==> src/rtl/otpic_pkg.sv <==
// shared constants and carriers for the otp array integrity checker
package otpic_pkg;

	// bus geometry
	localparam int ADDR_W = 8;
	localparam int DATA_W = 32;
	localparam int REG_W  = 8;

	// register indices; byte address is four times the index
	localparam logic [5:0] IDX_FACT_FIRST = 6'h00;
	localparam logic [5:0] IDX_FACT_LAST  = 6'h04;
	localparam logic [5:0] IDX_USER_FIRST = 6'h05;
	localparam logic [5:0] IDX_USER_LAST  = 6'h0b;
	localparam logic [5:0] IDX_STATUS     = 6'h0c;
	localparam logic [5:0] IDX_USER_EXTRA = 6'h0d;
	localparam logic [5:0] IDX_FCFG       = 6'h10;
	localparam logic [5:0] IDX_FCRC       = 6'h11;
	localparam logic [5:0] IDX_UCTL       = 6'h12;
	localparam logic [5:0] IDX_UCODE      = 6'h13;
	localparam logic [5:0] IDX_CMD        = 6'h14;
	localparam logic [5:0] IDX_EVENT      = 6'h15;
	localparam logic [5:0] IDX_MASK       = 6'h16;
	localparam int         SHADOW_N       = 14;

	// field positions
	localparam int STAT_USER_OK_BIT = 4;
	localparam int STAT_FACT_OK_BIT = 2;
	localparam int FCFG_LOCK_BIT    = 7;
	localparam int UCTL_LOCK_BIT    = 0;
	localparam int UCTL_ENABLE_BIT  = 1;
	localparam int EV_FACT_ERR_BIT  = 0;
	localparam int EV_USER_ERR_BIT  = 1;
	localparam int EV_PROG_DONE_BIT = 2;
	localparam int EV_W             = 3;

	// reset values and command codes
	localparam logic [7:0] RST_REG      = 8'h00;
	localparam logic [7:0] CMD_EXEC_NVM = 8'h01;

	// check codes
	localparam int         FACT_CRC_W = 3;
	localparam logic [2:0] FACT_POLY  = 3'h3;
	localparam logic [2:0] FACT_SEED  = 3'h7;
	localparam int         FACT_BITS  = 47;
	localparam int         USER_CODE_W = 8;
	localparam logic [7:0] USER_POLY  = 8'h07;
	localparam logic [7:0] USER_SEED  = 8'hff;
	localparam int         USER_BITS  = 64;

	// bus responses
	localparam logic [1:0] RESP_OKAY   = 2'h0;
	localparam logic [1:0] RESP_SLVERR = 2'h2;

	typedef struct packed {
		logic [ADDR_W-1:0] awaddr;
		logic              awvalid;
		logic [DATA_W-1:0] wdata;
		logic [3:0]        wstrb;
		logic              wvalid;
		logic              bready;
		logic [ADDR_W-1:0] araddr;
		logic              arvalid;
		logic              rready;
	} otpic_axil_req_t;

	typedef struct packed {
		logic              awready;
		logic              wready;
		logic [1:0]        bresp;
		logic              bvalid;
		logic              arready;
		logic [DATA_W-1:0] rdata;
		logic [1:0]        rresp;
		logic              rvalid;
	} otpic_axil_rsp_t;

endpackage : otpic_pkg

==> src/rtl/otpic_top.sv <==
// otp array integrity checker: serial crc scanners plus axi4-lite register file
// Functional notes
// - The factory array is guarded by a three-bit crc stored alongside it.
// - The factory check runs on status only while the factory lock is set.
// - The factory crc uses x^3+x+1 and starts every pass from all ones.
// - Passes repeat over registers 0 to 4 and the factory config bits, lock bit left out.
// - Bits enter lsb first per register, registers in rising address order.
// - A factory remainder unequal to the stored value clears the factory ok flag.
// - Both checks read the shadow copies of the fuses, never the fuses.
// - The user array is checked on its own, only while the user lock is set.
// - An execute-programming command with the user lock set stores the user code and enables it.
// - User passes repeat over registers 5 to 11 and 13, user lock bit left out.
// - A user code unequal to the stored code clears the user ok flag.
// - Both flags are active low errors, read one when clean, and stay cleared until reset or until their check is disabled.
// - The read-only status register sits at index 12, user flag bit 4, factory flag bit 2.
`timescale 1ns/100ps
`default_nettype none

module otpic_scan #(
	parameter int         N    = 8,
	parameter int         W    = 3,
	parameter logic [W-1:0] POLY = '0,
	parameter logic [W-1:0] SEED = '1
) (
	// clock and reset
	input  wire logic         aclk,
	input  wire logic         aresetn,
	input  wire logic         ce,
	// data in shift order and stored code
	input  wire logic [N-1:0] data,
	input  wire logic [W-1:0] stored,
	// pass result
	output logic              pass_done,
	output logic              mismatch,
	output logic [W-1:0]      code
);
	localparam int IW = (N > 1) ? $clog2(N) : 1;
	localparam logic [IW-1:0] LAST = IW'(N - 1);

	logic [IW-1:0] bit_idx;
	logic [W-1:0]  crc;
	logic [W-1:0]  next_crc;
	logic          fb;

	always_comb begin
		fb       = crc[W-1] ^ data[bit_idx];
		next_crc = {crc[W-2:0], 1'b0} ^ (fb ? POLY : '0);
	end

	always_ff @(posedge aclk) begin
		if (!aresetn) begin
			bit_idx <= '0;
			crc     <= SEED;
		end else if (ce) begin
			if (bit_idx == LAST) begin
				bit_idx <= '0;
				crc     <= SEED;
			end else begin
				bit_idx <= bit_idx + 1'b1;
				crc     <= next_crc;
			end
		end
	end

	always_ff @(posedge aclk) begin
		if (!aresetn) begin
			pass_done <= 1'b0;
			mismatch  <= 1'b0;
			code      <= SEED;
		end else if (ce) begin
			pass_done <= (bit_idx == LAST);
			if (bit_idx == LAST) begin
				code     <= next_crc;
				mismatch <= (next_crc != stored);
			end
		end
	end
endmodule : otpic_scan

module otpic_top (
	// clock, reset, enable
	input  wire logic                    aclk,
	input  wire logic                    aresetn,
	input  wire logic                    ce,
	// axi4-lite slave
	input  wire otpic_pkg::otpic_axil_req_t axi_req,
	output otpic_pkg::otpic_axil_rsp_t      axi_rsp,
	// interrupt and flags
	output logic                         irq,
	output logic                         factory_integrity_ok_flag,
	output logic                         user_integrity_ok_flag
);
	logic [otpic_pkg::REG_W-1:0] shadow [otpic_pkg::SHADOW_N];
	logic [otpic_pkg::REG_W-1:0] fcfg;
	logic [otpic_pkg::FACT_CRC_W-1:0] fcrc;
	logic [otpic_pkg::REG_W-1:0] uctl;
	logic [otpic_pkg::USER_CODE_W-1:0] ucode;
	logic [otpic_pkg::EV_W-1:0] events;
	logic [otpic_pkg::EV_W-1:0] mask;
	logic                        prog_pending;

	// bus state
	logic                         aw_held;
	logic                         w_held;
	logic [otpic_pkg::ADDR_W-1:0] aw_addr;
	logic [otpic_pkg::DATA_W-1:0] w_data;
	logic [3:0]                   w_strb;
	logic                         bvalid;
	logic [1:0]                   bresp;
	logic                         rvalid;
	logic [1:0]                   rresp;
	logic [otpic_pkg::DATA_W-1:0] rdata;

	logic       aw_take;
	logic       w_take;
	logic       ar_take;
	logic       wr_fire;
	logic [5:0] wr_idx;
	logic [5:0] rd_idx;
	logic       wr_byte;
	logic       wr_ok;
	logic       rd_ok;
	logic [otpic_pkg::REG_W-1:0] rd_val;
	logic       rd_event;

	// check results
	logic                                f_done;
	logic                                f_mis;
	logic                                u_done;
	logic                                u_mis;
	logic [otpic_pkg::USER_CODE_W-1:0]   u_code;
	logic [otpic_pkg::FACT_BITS-1:0]     f_data;
	logic [otpic_pkg::USER_BITS-1:0]     u_data;
	logic                                f_lock;
	logic                                u_lock;
	logic                                u_enabled;
	logic [otpic_pkg::EV_W-1:0]          ev_set;
	logic [otpic_pkg::REG_W-1:0]         status;

	// shift order: bit 0 of register 0 first, config bits last
	assign f_data = {fcfg[otpic_pkg::FCFG_LOCK_BIT-1:0], shadow[4], shadow[3],
		shadow[2], shadow[1], shadow[0]};
	assign u_data = {shadow[13], shadow[11], shadow[10], shadow[9], shadow[8],
		shadow[7], shadow[6], shadow[5]};
	assign f_lock    = fcfg[otpic_pkg::FCFG_LOCK_BIT];
	assign u_lock    = uctl[otpic_pkg::UCTL_LOCK_BIT];
	assign u_enabled = u_lock && uctl[otpic_pkg::UCTL_ENABLE_BIT];

	otpic_scan #(
		.N    (otpic_pkg::FACT_BITS),
		.W    (otpic_pkg::FACT_CRC_W),
		.POLY (otpic_pkg::FACT_POLY),
		.SEED (otpic_pkg::FACT_SEED)
	) u_fact_scan (
		.aclk      (aclk),
		.aresetn   (aresetn),
		.ce        (ce),
		.data      (f_data),
		.stored    (fcrc),
		.pass_done (f_done),
		.mismatch  (f_mis),
		.code      ()
	);

	// the user scanner runs even while disabled so a program command has a code ready
	otpic_scan #(
		.N    (otpic_pkg::USER_BITS),
		.W    (otpic_pkg::USER_CODE_W),
		.POLY (otpic_pkg::USER_POLY),
		.SEED (otpic_pkg::USER_SEED)
	) u_user_scan (
		.aclk      (aclk),
		.aresetn   (aresetn),
		.ce        (ce),
		.data      (u_data),
		.stored    (ucode),
		.pass_done (u_done),
		.mismatch  (u_mis),
		.code      (u_code)
	);

	// integrity flags
	always_ff @(posedge aclk) begin
		if (!aresetn) begin
			factory_integrity_ok_flag <= 1'b1;
		end else if (ce) begin
			if (!f_lock) begin
				factory_integrity_ok_flag <= 1'b1;
			end else if (f_done && f_mis) begin
				factory_integrity_ok_flag <= 1'b0;
			end
		end
	end

	always_ff @(posedge aclk) begin
		if (!aresetn) begin
			user_integrity_ok_flag <= 1'b1;
		end else if (ce) begin
			if (!u_enabled) begin
				user_integrity_ok_flag <= 1'b1;
			end else if (u_done && u_mis) begin
				user_integrity_ok_flag <= 1'b0;
			end
		end
	end

	always_comb begin
		status = '0;
		status[otpic_pkg::STAT_USER_OK_BIT] = user_integrity_ok_flag;
		status[otpic_pkg::STAT_FACT_OK_BIT] = factory_integrity_ok_flag;
	end

	// axi handshakes; one write and one read in flight
	assign aw_take = ce && axi_req.awvalid && !aw_held;
	assign w_take  = ce && axi_req.wvalid && !w_held;
	assign ar_take = ce && axi_req.arvalid && !rvalid;
	assign wr_fire = ce && aw_held && w_held && !bvalid;
	assign wr_idx  = aw_addr[7:2];
	assign rd_idx  = axi_req.araddr[7:2];
	assign wr_byte = wr_fire && wr_ok && w_strb[0];

	always_comb begin
		axi_rsp         = '0;
		axi_rsp.awready = ce && !aw_held;
		axi_rsp.wready  = ce && !w_held;
		axi_rsp.bvalid  = bvalid;
		axi_rsp.bresp   = bresp;
		axi_rsp.arready = ce && !rvalid;
		axi_rsp.rvalid  = rvalid;
		axi_rsp.rresp   = rresp;
		axi_rsp.rdata   = rdata;
	end

	// status and stored code are read-only; writes there answer okay and do nothing
	always_comb begin
		wr_ok = (wr_idx <= otpic_pkg::IDX_USER_EXTRA) ||
			(wr_idx >= otpic_pkg::IDX_FCFG && wr_idx <= otpic_pkg::IDX_MASK);
		wr_ok = wr_ok && (aw_addr[1:0] == 2'h0);
	end

	always_ff @(posedge aclk) begin
		if (!aresetn) begin
			aw_held <= 1'b0;
			w_held  <= 1'b0;
			aw_addr <= '0;
			w_data  <= '0;
			w_strb  <= '0;
		end else if (ce) begin
			if (aw_take) begin
				aw_held <= 1'b1;
				aw_addr <= axi_req.awaddr;
			end else if (wr_fire) begin
				aw_held <= 1'b0;
			end
			if (w_take) begin
				w_held <= 1'b1;
				w_data <= axi_req.wdata;
				w_strb <= axi_req.wstrb;
			end else if (wr_fire) begin
				w_held <= 1'b0;
			end
		end
	end

	always_ff @(posedge aclk) begin
		if (!aresetn) begin
			bvalid <= 1'b0;
			bresp  <= otpic_pkg::RESP_OKAY;
		end else if (ce) begin
			if (wr_fire) begin
				bvalid <= 1'b1;
				bresp  <= wr_ok ? otpic_pkg::RESP_OKAY : otpic_pkg::RESP_SLVERR;
			end else if (bvalid && axi_req.bready) begin
				bvalid <= 1'b0;
			end
		end
	end

	// shadow copies of the fuse array
	always_ff @(posedge aclk) begin
		if (!aresetn) begin
			for (int i = 0; i < otpic_pkg::SHADOW_N; i++) begin
				shadow[i] <= otpic_pkg::RST_REG;
			end
		end else if (ce && wr_byte && wr_idx <= otpic_pkg::IDX_USER_EXTRA &&
			wr_idx != otpic_pkg::IDX_STATUS) begin
			shadow[wr_idx[3:0]] <= w_data[otpic_pkg::REG_W-1:0];
		end
	end

	always_ff @(posedge aclk) begin
		if (!aresetn) begin
			fcfg <= otpic_pkg::RST_REG;
			fcrc <= '0;
			mask <= '0;
		end else if (ce && wr_byte) begin
			if (wr_idx == otpic_pkg::IDX_FCFG) begin
				fcfg <= w_data[otpic_pkg::REG_W-1:0];
			end
			if (wr_idx == otpic_pkg::IDX_FCRC) begin
				fcrc <= w_data[otpic_pkg::FACT_CRC_W-1:0];
			end
			if (wr_idx == otpic_pkg::IDX_MASK) begin
				mask <= w_data[otpic_pkg::EV_W-1:0];
			end
		end
	end

	// user lock, program command and stored user code
	always_ff @(posedge aclk) begin
		if (!aresetn) begin
			uctl         <= otpic_pkg::RST_REG;
			ucode        <= '0;
			prog_pending <= 1'b0;
		end else if (ce) begin
			if (wr_byte && wr_idx == otpic_pkg::IDX_UCTL) begin
				uctl[otpic_pkg::UCTL_LOCK_BIT] <= w_data[otpic_pkg::UCTL_LOCK_BIT];
				if (!w_data[otpic_pkg::UCTL_LOCK_BIT]) begin
					uctl[otpic_pkg::UCTL_ENABLE_BIT] <= 1'b0;
				end
			end
			if (wr_byte && wr_idx == otpic_pkg::IDX_CMD &&
				w_data[otpic_pkg::REG_W-1:0] == otpic_pkg::CMD_EXEC_NVM && u_lock) begin
				prog_pending <= 1'b1;
			end else if (prog_pending && u_done) begin
				// wait for a whole pass so the stored code covers every bit
				prog_pending                     <= 1'b0;
				ucode                            <= u_code;
				uctl[otpic_pkg::UCTL_ENABLE_BIT] <= u_lock;
			end
		end
	end

	// events: set wins over read clear
	always_comb begin
		ev_set = '0;
		ev_set[otpic_pkg::EV_FACT_ERR_BIT]  = f_lock && f_done && f_mis;
		ev_set[otpic_pkg::EV_USER_ERR_BIT]  = u_enabled && u_done && u_mis;
		ev_set[otpic_pkg::EV_PROG_DONE_BIT] = prog_pending && u_done;
	end

	assign rd_event = ar_take && axi_req.araddr[1:0] == 2'h0 &&
		rd_idx == otpic_pkg::IDX_EVENT;

	always_ff @(posedge aclk) begin
		if (!aresetn) begin
			events <= '0;
		end else if (ce) begin
			events <= (rd_event ? '0 : events) | ev_set;
		end
	end

	always_ff @(posedge aclk) begin
		if (!aresetn) begin
			irq <= 1'b0;
		end else if (ce) begin
			irq <= |(events & mask);
		end
	end

	// read decode
	always_comb begin
		rd_val = '0;
		rd_ok  = axi_req.araddr[1:0] == 2'h0;
		if (rd_idx == otpic_pkg::IDX_STATUS) begin
			rd_val = status;
		end else if (rd_idx <= otpic_pkg::IDX_USER_EXTRA) begin
			rd_val = shadow[rd_idx[3:0]];
		end else begin
			unique case (rd_idx)
				otpic_pkg::IDX_FCFG:  rd_val = fcfg;
				otpic_pkg::IDX_FCRC:  rd_val = {5'h00, fcrc};
				otpic_pkg::IDX_UCTL:  rd_val = uctl;
				otpic_pkg::IDX_UCODE: rd_val = ucode;
				otpic_pkg::IDX_CMD:   rd_val = otpic_pkg::RST_REG;
				otpic_pkg::IDX_EVENT: rd_val = {5'h00, events};
				otpic_pkg::IDX_MASK:  rd_val = {5'h00, mask};
				default:              rd_ok  = 1'b0;
			endcase
		end
	end

	always_ff @(posedge aclk) begin
		if (!aresetn) begin
			rvalid <= 1'b0;
			rresp  <= otpic_pkg::RESP_OKAY;
			rdata  <= '0;
		end else if (ce) begin
			if (ar_take) begin
				rvalid <= 1'b1;
				rresp  <= rd_ok ? otpic_pkg::RESP_OKAY : otpic_pkg::RESP_SLVERR;
				rdata  <= rd_ok ? {24'h000000, rd_val} : 32'h00000000;
			end else if (rvalid && axi_req.rready) begin
				rvalid <= 1'b0;
			end
		end
	end

endmodule : otpic_top

`default_nettype wire

==> config.mk <==
export PLATFORM = sky130hd
export DESIGN_NAME = otpic_top
export DESIGN_NICKNAME = d
export VERILOG_FILES = /design/src/rtl/otpic_pkg.sv /design/src/rtl/otpic_top.sv
export SDC_FILE = /design/constraint.sdc
export NUM_CORES = 1
export LEC_CHECK = 0
export BUFFER_PORTS_ARGS = -buffer_cell sky130_fd_sc_hd__buf_2
export CAP_MARGIN = 20
export CORE_MARGIN = 10
export CORE_UTILIZATION = 45
export CTS_CLUSTER_SIZE = 16
export DETAILED_ROUTE_END_ITERATION = 8
export SETUP_SLACK_MARGIN = 0.1
export SLEW_MARGIN = 20
export SYNTH_ARGS = -nofsm -noshare
export SYNTH_HDL_FRONTEND = slang
export SYNTH_SLANG_ARGS = --single-unit
==> constraint.sdc <==
create_clock -name aclk -period 4.99 [get_ports aclk]
set_clock_uncertainty 0.05 [all_clocks]
set_input_delay 1.497 -clock aclk [delete_from_list [all_inputs] [get_ports aclk]]
set_output_delay 1.497 -clock aclk [all_outputs]
set_load 0.01 [all_outputs]
==> metrics.md <==
| Metric | Value |
|---|---|
| Placed cells | `roughly 1,300` |
| H-Tree Depth | `1` |
| Setup CP Type | `input pin to output port` |
| Top post-synthesis cells by count | `126 x edfxtp_1, 97 x dfxtp_1, 90 x nand2_1` |
| Clock Path Buffers | `3` |
| Endpoints failing hold | `0` |
| Reg2Reg Depth | `9` |
| Largest net degree at the start of global routing | `39` |
| Pre-CTS setup slack | `between 0.5 and 0.6 ns` |
| Yosys top cell by area | `edfxtp_1` |
| Met1 wire length | `12.2 mm` |
| Final WL | `between 20 and 30 mm` |
| Root Buffer | `clkbuf_16` |
| Synth Flop Type | `edfxtp_1` |
| Fill count | `~2,200` |
| Synth warn | `0` |
| Fin worst setup slack | `approximately 0.73 ns` |
| Vias per inst | `about 5.6` |
| Area contributors post-synth | `edfxtp_1 34%, dfxtp_1 18%, mux4_2 11%` |
| Most numerous cell in the Yosys netlist | `edfxtp_1` |
| Worst-Margin Slew | `roughly 0.95 ns` |
| Final instance area | `roughly 12,000 um2` |
| Total power | `about 4.3 mW` |
| # resized after CTS | `0` |
| Unique masters post-synth | `63` |
| Final Slew Violations | `0` |
| Starting Density | `0.456` |
| WP data required | `3.44 ns` |
| Hold buffer count at CTS | `0` |
| Buffers added on ports | `50` |
| Gr usage total | `0.180` |
| Synthesized area | `11,100 um2` |
| Post-DP HPWL | `between 20 and 25 mm` |
| CP endpoint kind | `output port` |
| Core Box Area | `around 24,000 um2` |
| Met3 Routed Length | `between 1.5 and 2 mm` |
| Outcome | `complete, no violations` |
| Highest metal used | `met4` |
| Area share of the largest cell type after synthesis | `0.341` |
| Post-synthesis sequential area ratio | `0.516` |
| Num ports | `104` |
| Asr flop ratio synth | `0` |
| Worst rel slew slack | `0.364` |
| Post-synth EDFFs | `126` |
| Worst Hold Margin | `between 0.4 and 0.5 ns` |
| TritonRoute pass-1 iters | `5` |
| Layout area overhead | `11.7%` |
| Power Density | `343 nW/um2` |
| Initial detailed-routing violation count | `about 690` |
| RSZ-0062 raised after global routing | `false` |
| Full die area | `approximately 31,000 um2` |
| Setup TNS | `0 ns` |
| Gr ovfl total | `0` |
| Initial antenna violation count | `0` |
| FMAX | `~230 MHz` |
| CP startpoint kind | `input pin` |
| CP startpoint | `ce` |
| FF+latch count, synth | `approximately 220` |
| DR WL/cell | `slightly above 20 um` |
| Vias in the first global route | `between 7,000 and 8,000` |
| Ratio of cells with drive above 1 in the final layout | `0.171` |
| Min-delay src | `aw_addr[0]` |
| Fin cells | `approximately 1,400` |
| Setup-failing EPs final | `0` |
| Met2 wire len | `~13 mm` |
| Final Cycle Share | `0.854` |
| Reg2reg start | `u_user_scan.bit_idx[0]` |
| Clock sinks | `approximately 220` |
| Row count | `57` |
| Vias | `around 7,600` |
| DRC Markers | `0` |
| Min Clock Period, post-route | `about 4.3 ns` |
| TritonCTS buffer count | `25` |
| Max Cap Violations | `0` |
| Chip height | `~180 um` |
| Avg Cell Area, Syn | `between 10 and 15 um2` |
| LEAKAGE | `about 4.6 nW` |
| Nets | `between 1,000 and 1,500` |
| Setup bufs post-CTS | `0` |
| Post-layout util | `0.510` |
| Clk Latency, worst-skew pair | `~0.53 ns` |
| Hold depth | `2` |
| WP data arrival | `between 2 and 3 ns` |
| # diodes | `0` |
| Max Fanout on Critical Path | `38` |
| Cells after Synth | `961` |
| Dpl cell area | `11,600 um2` |
| Die Wd | `about 180 um` |
| Final ANT Viol Nets | `0` |
| Gpl congestion | `0.857` |
| First-pass GRT wire length | `43.9 mm` |
| Reg clk slew, reported paths | `0.06 ns` |
| Multi-input logic area | `between 4000 and 5000 um2` |
| Worst min path class | `flop to flop` |
| CTS tree | `yes` |
| Register area | `approximately 5700 um2` |
| Worst IR drop on VDD | `0.000249 V` |
## placed cells by master, fill, tap and decap left out, types with 9 or more instances in the layout
master     instances
a21oi_1           70
and2_1            82
and3_1            30
buf_2             50
buf_4             28
clkbuf_16         25
conb_1            48
dfxtp_1           97
edfxtp_1         126
mux2i_1           34
mux4_1             9
mux4_2            52
nand2_1           90
nand3_1           43
nor2_1            60
nor2b_1           10
nor3_1            14
o21ai_0           23
xnor2_1           11
xor2_1            12
## worst max-delay path, stage by stage
cell,delay (ns)
buf_2,0.11
buf_4,0.40
clkinv_1,0.20
nor2_1,0.16
buf_4,0.19
buf_2,0.15
## logic make-up (layout without fill, tap and decap cells)
logic type                 after synthesis  in the layout  synth area share
AOI/OAI and AO/OA                      139            139            0.0770
xor gates and xnor gates                23             23            0.0182
adders and majority gates                3              3           0.00338
buffers and inverters                  106            131            0.0544
DFF                                    223            223             0.516
muxes                                   95             95             0.158
other                                    1             48          0.000338
and+or+nand+nor                        371            371             0.173
## state kept, by name, summed over array words and instances (netlist names), 2 cells and up
name and cells:
aw_addr 8, events 3, fcfg 8, fcrc 3, mask 3, rdata 8, shadow 126, u_fact_scan.bit_idx 6
u_fact_scan.crc 3, u_user_scan.bit_idx 6, u_user_scan.code 8, u_user_scan.crc 8, ucode 8, uctl 2, w_data 8
## layout make-up
type                            instances  area share
Clock inverter                         17      0.0130
Tap cell                              324      0.0327
Sequential cell                       223       0.462
Timing Repair Buffer                   79      0.0388
Clock buffer                           28      0.0522
Multi-Input combinational cell        679       0.399
Inverter                                7     0.00212
## power breakdown
| part | internal [mW] | total, mW | switching, mW |
|---|---|---|---|
| clock | 1.08 | 1.82 | 0.740 |
| combinational | 0.159 | 0.361 | 0.201 |
| sequential | 2.00 | 2.07 | 0.0688 |
## per-layer routing
metal | GRT usage | up-vias
li1 | - | 3584
met1 | 0.241 | 3714
met2 | 0.287 | 258
met3 | 0.0344 | 55
met4 | 0.0595 | 0
met5 | 0 | -
## path summary, 6_finish.rpt
| kind | slack, ns | endpoint |
|---|---|---|
| setup / recovery | 0.73 | axi_rsp[39] |
| hold / removal | 0.41 | aw_addr[0] |
| setup reg to reg | 1.54 | u_user_scan.code[1] |
| hold reg to reg | 0.41 | aw_addr[0] |
Power figures use the tool's default switching activity.
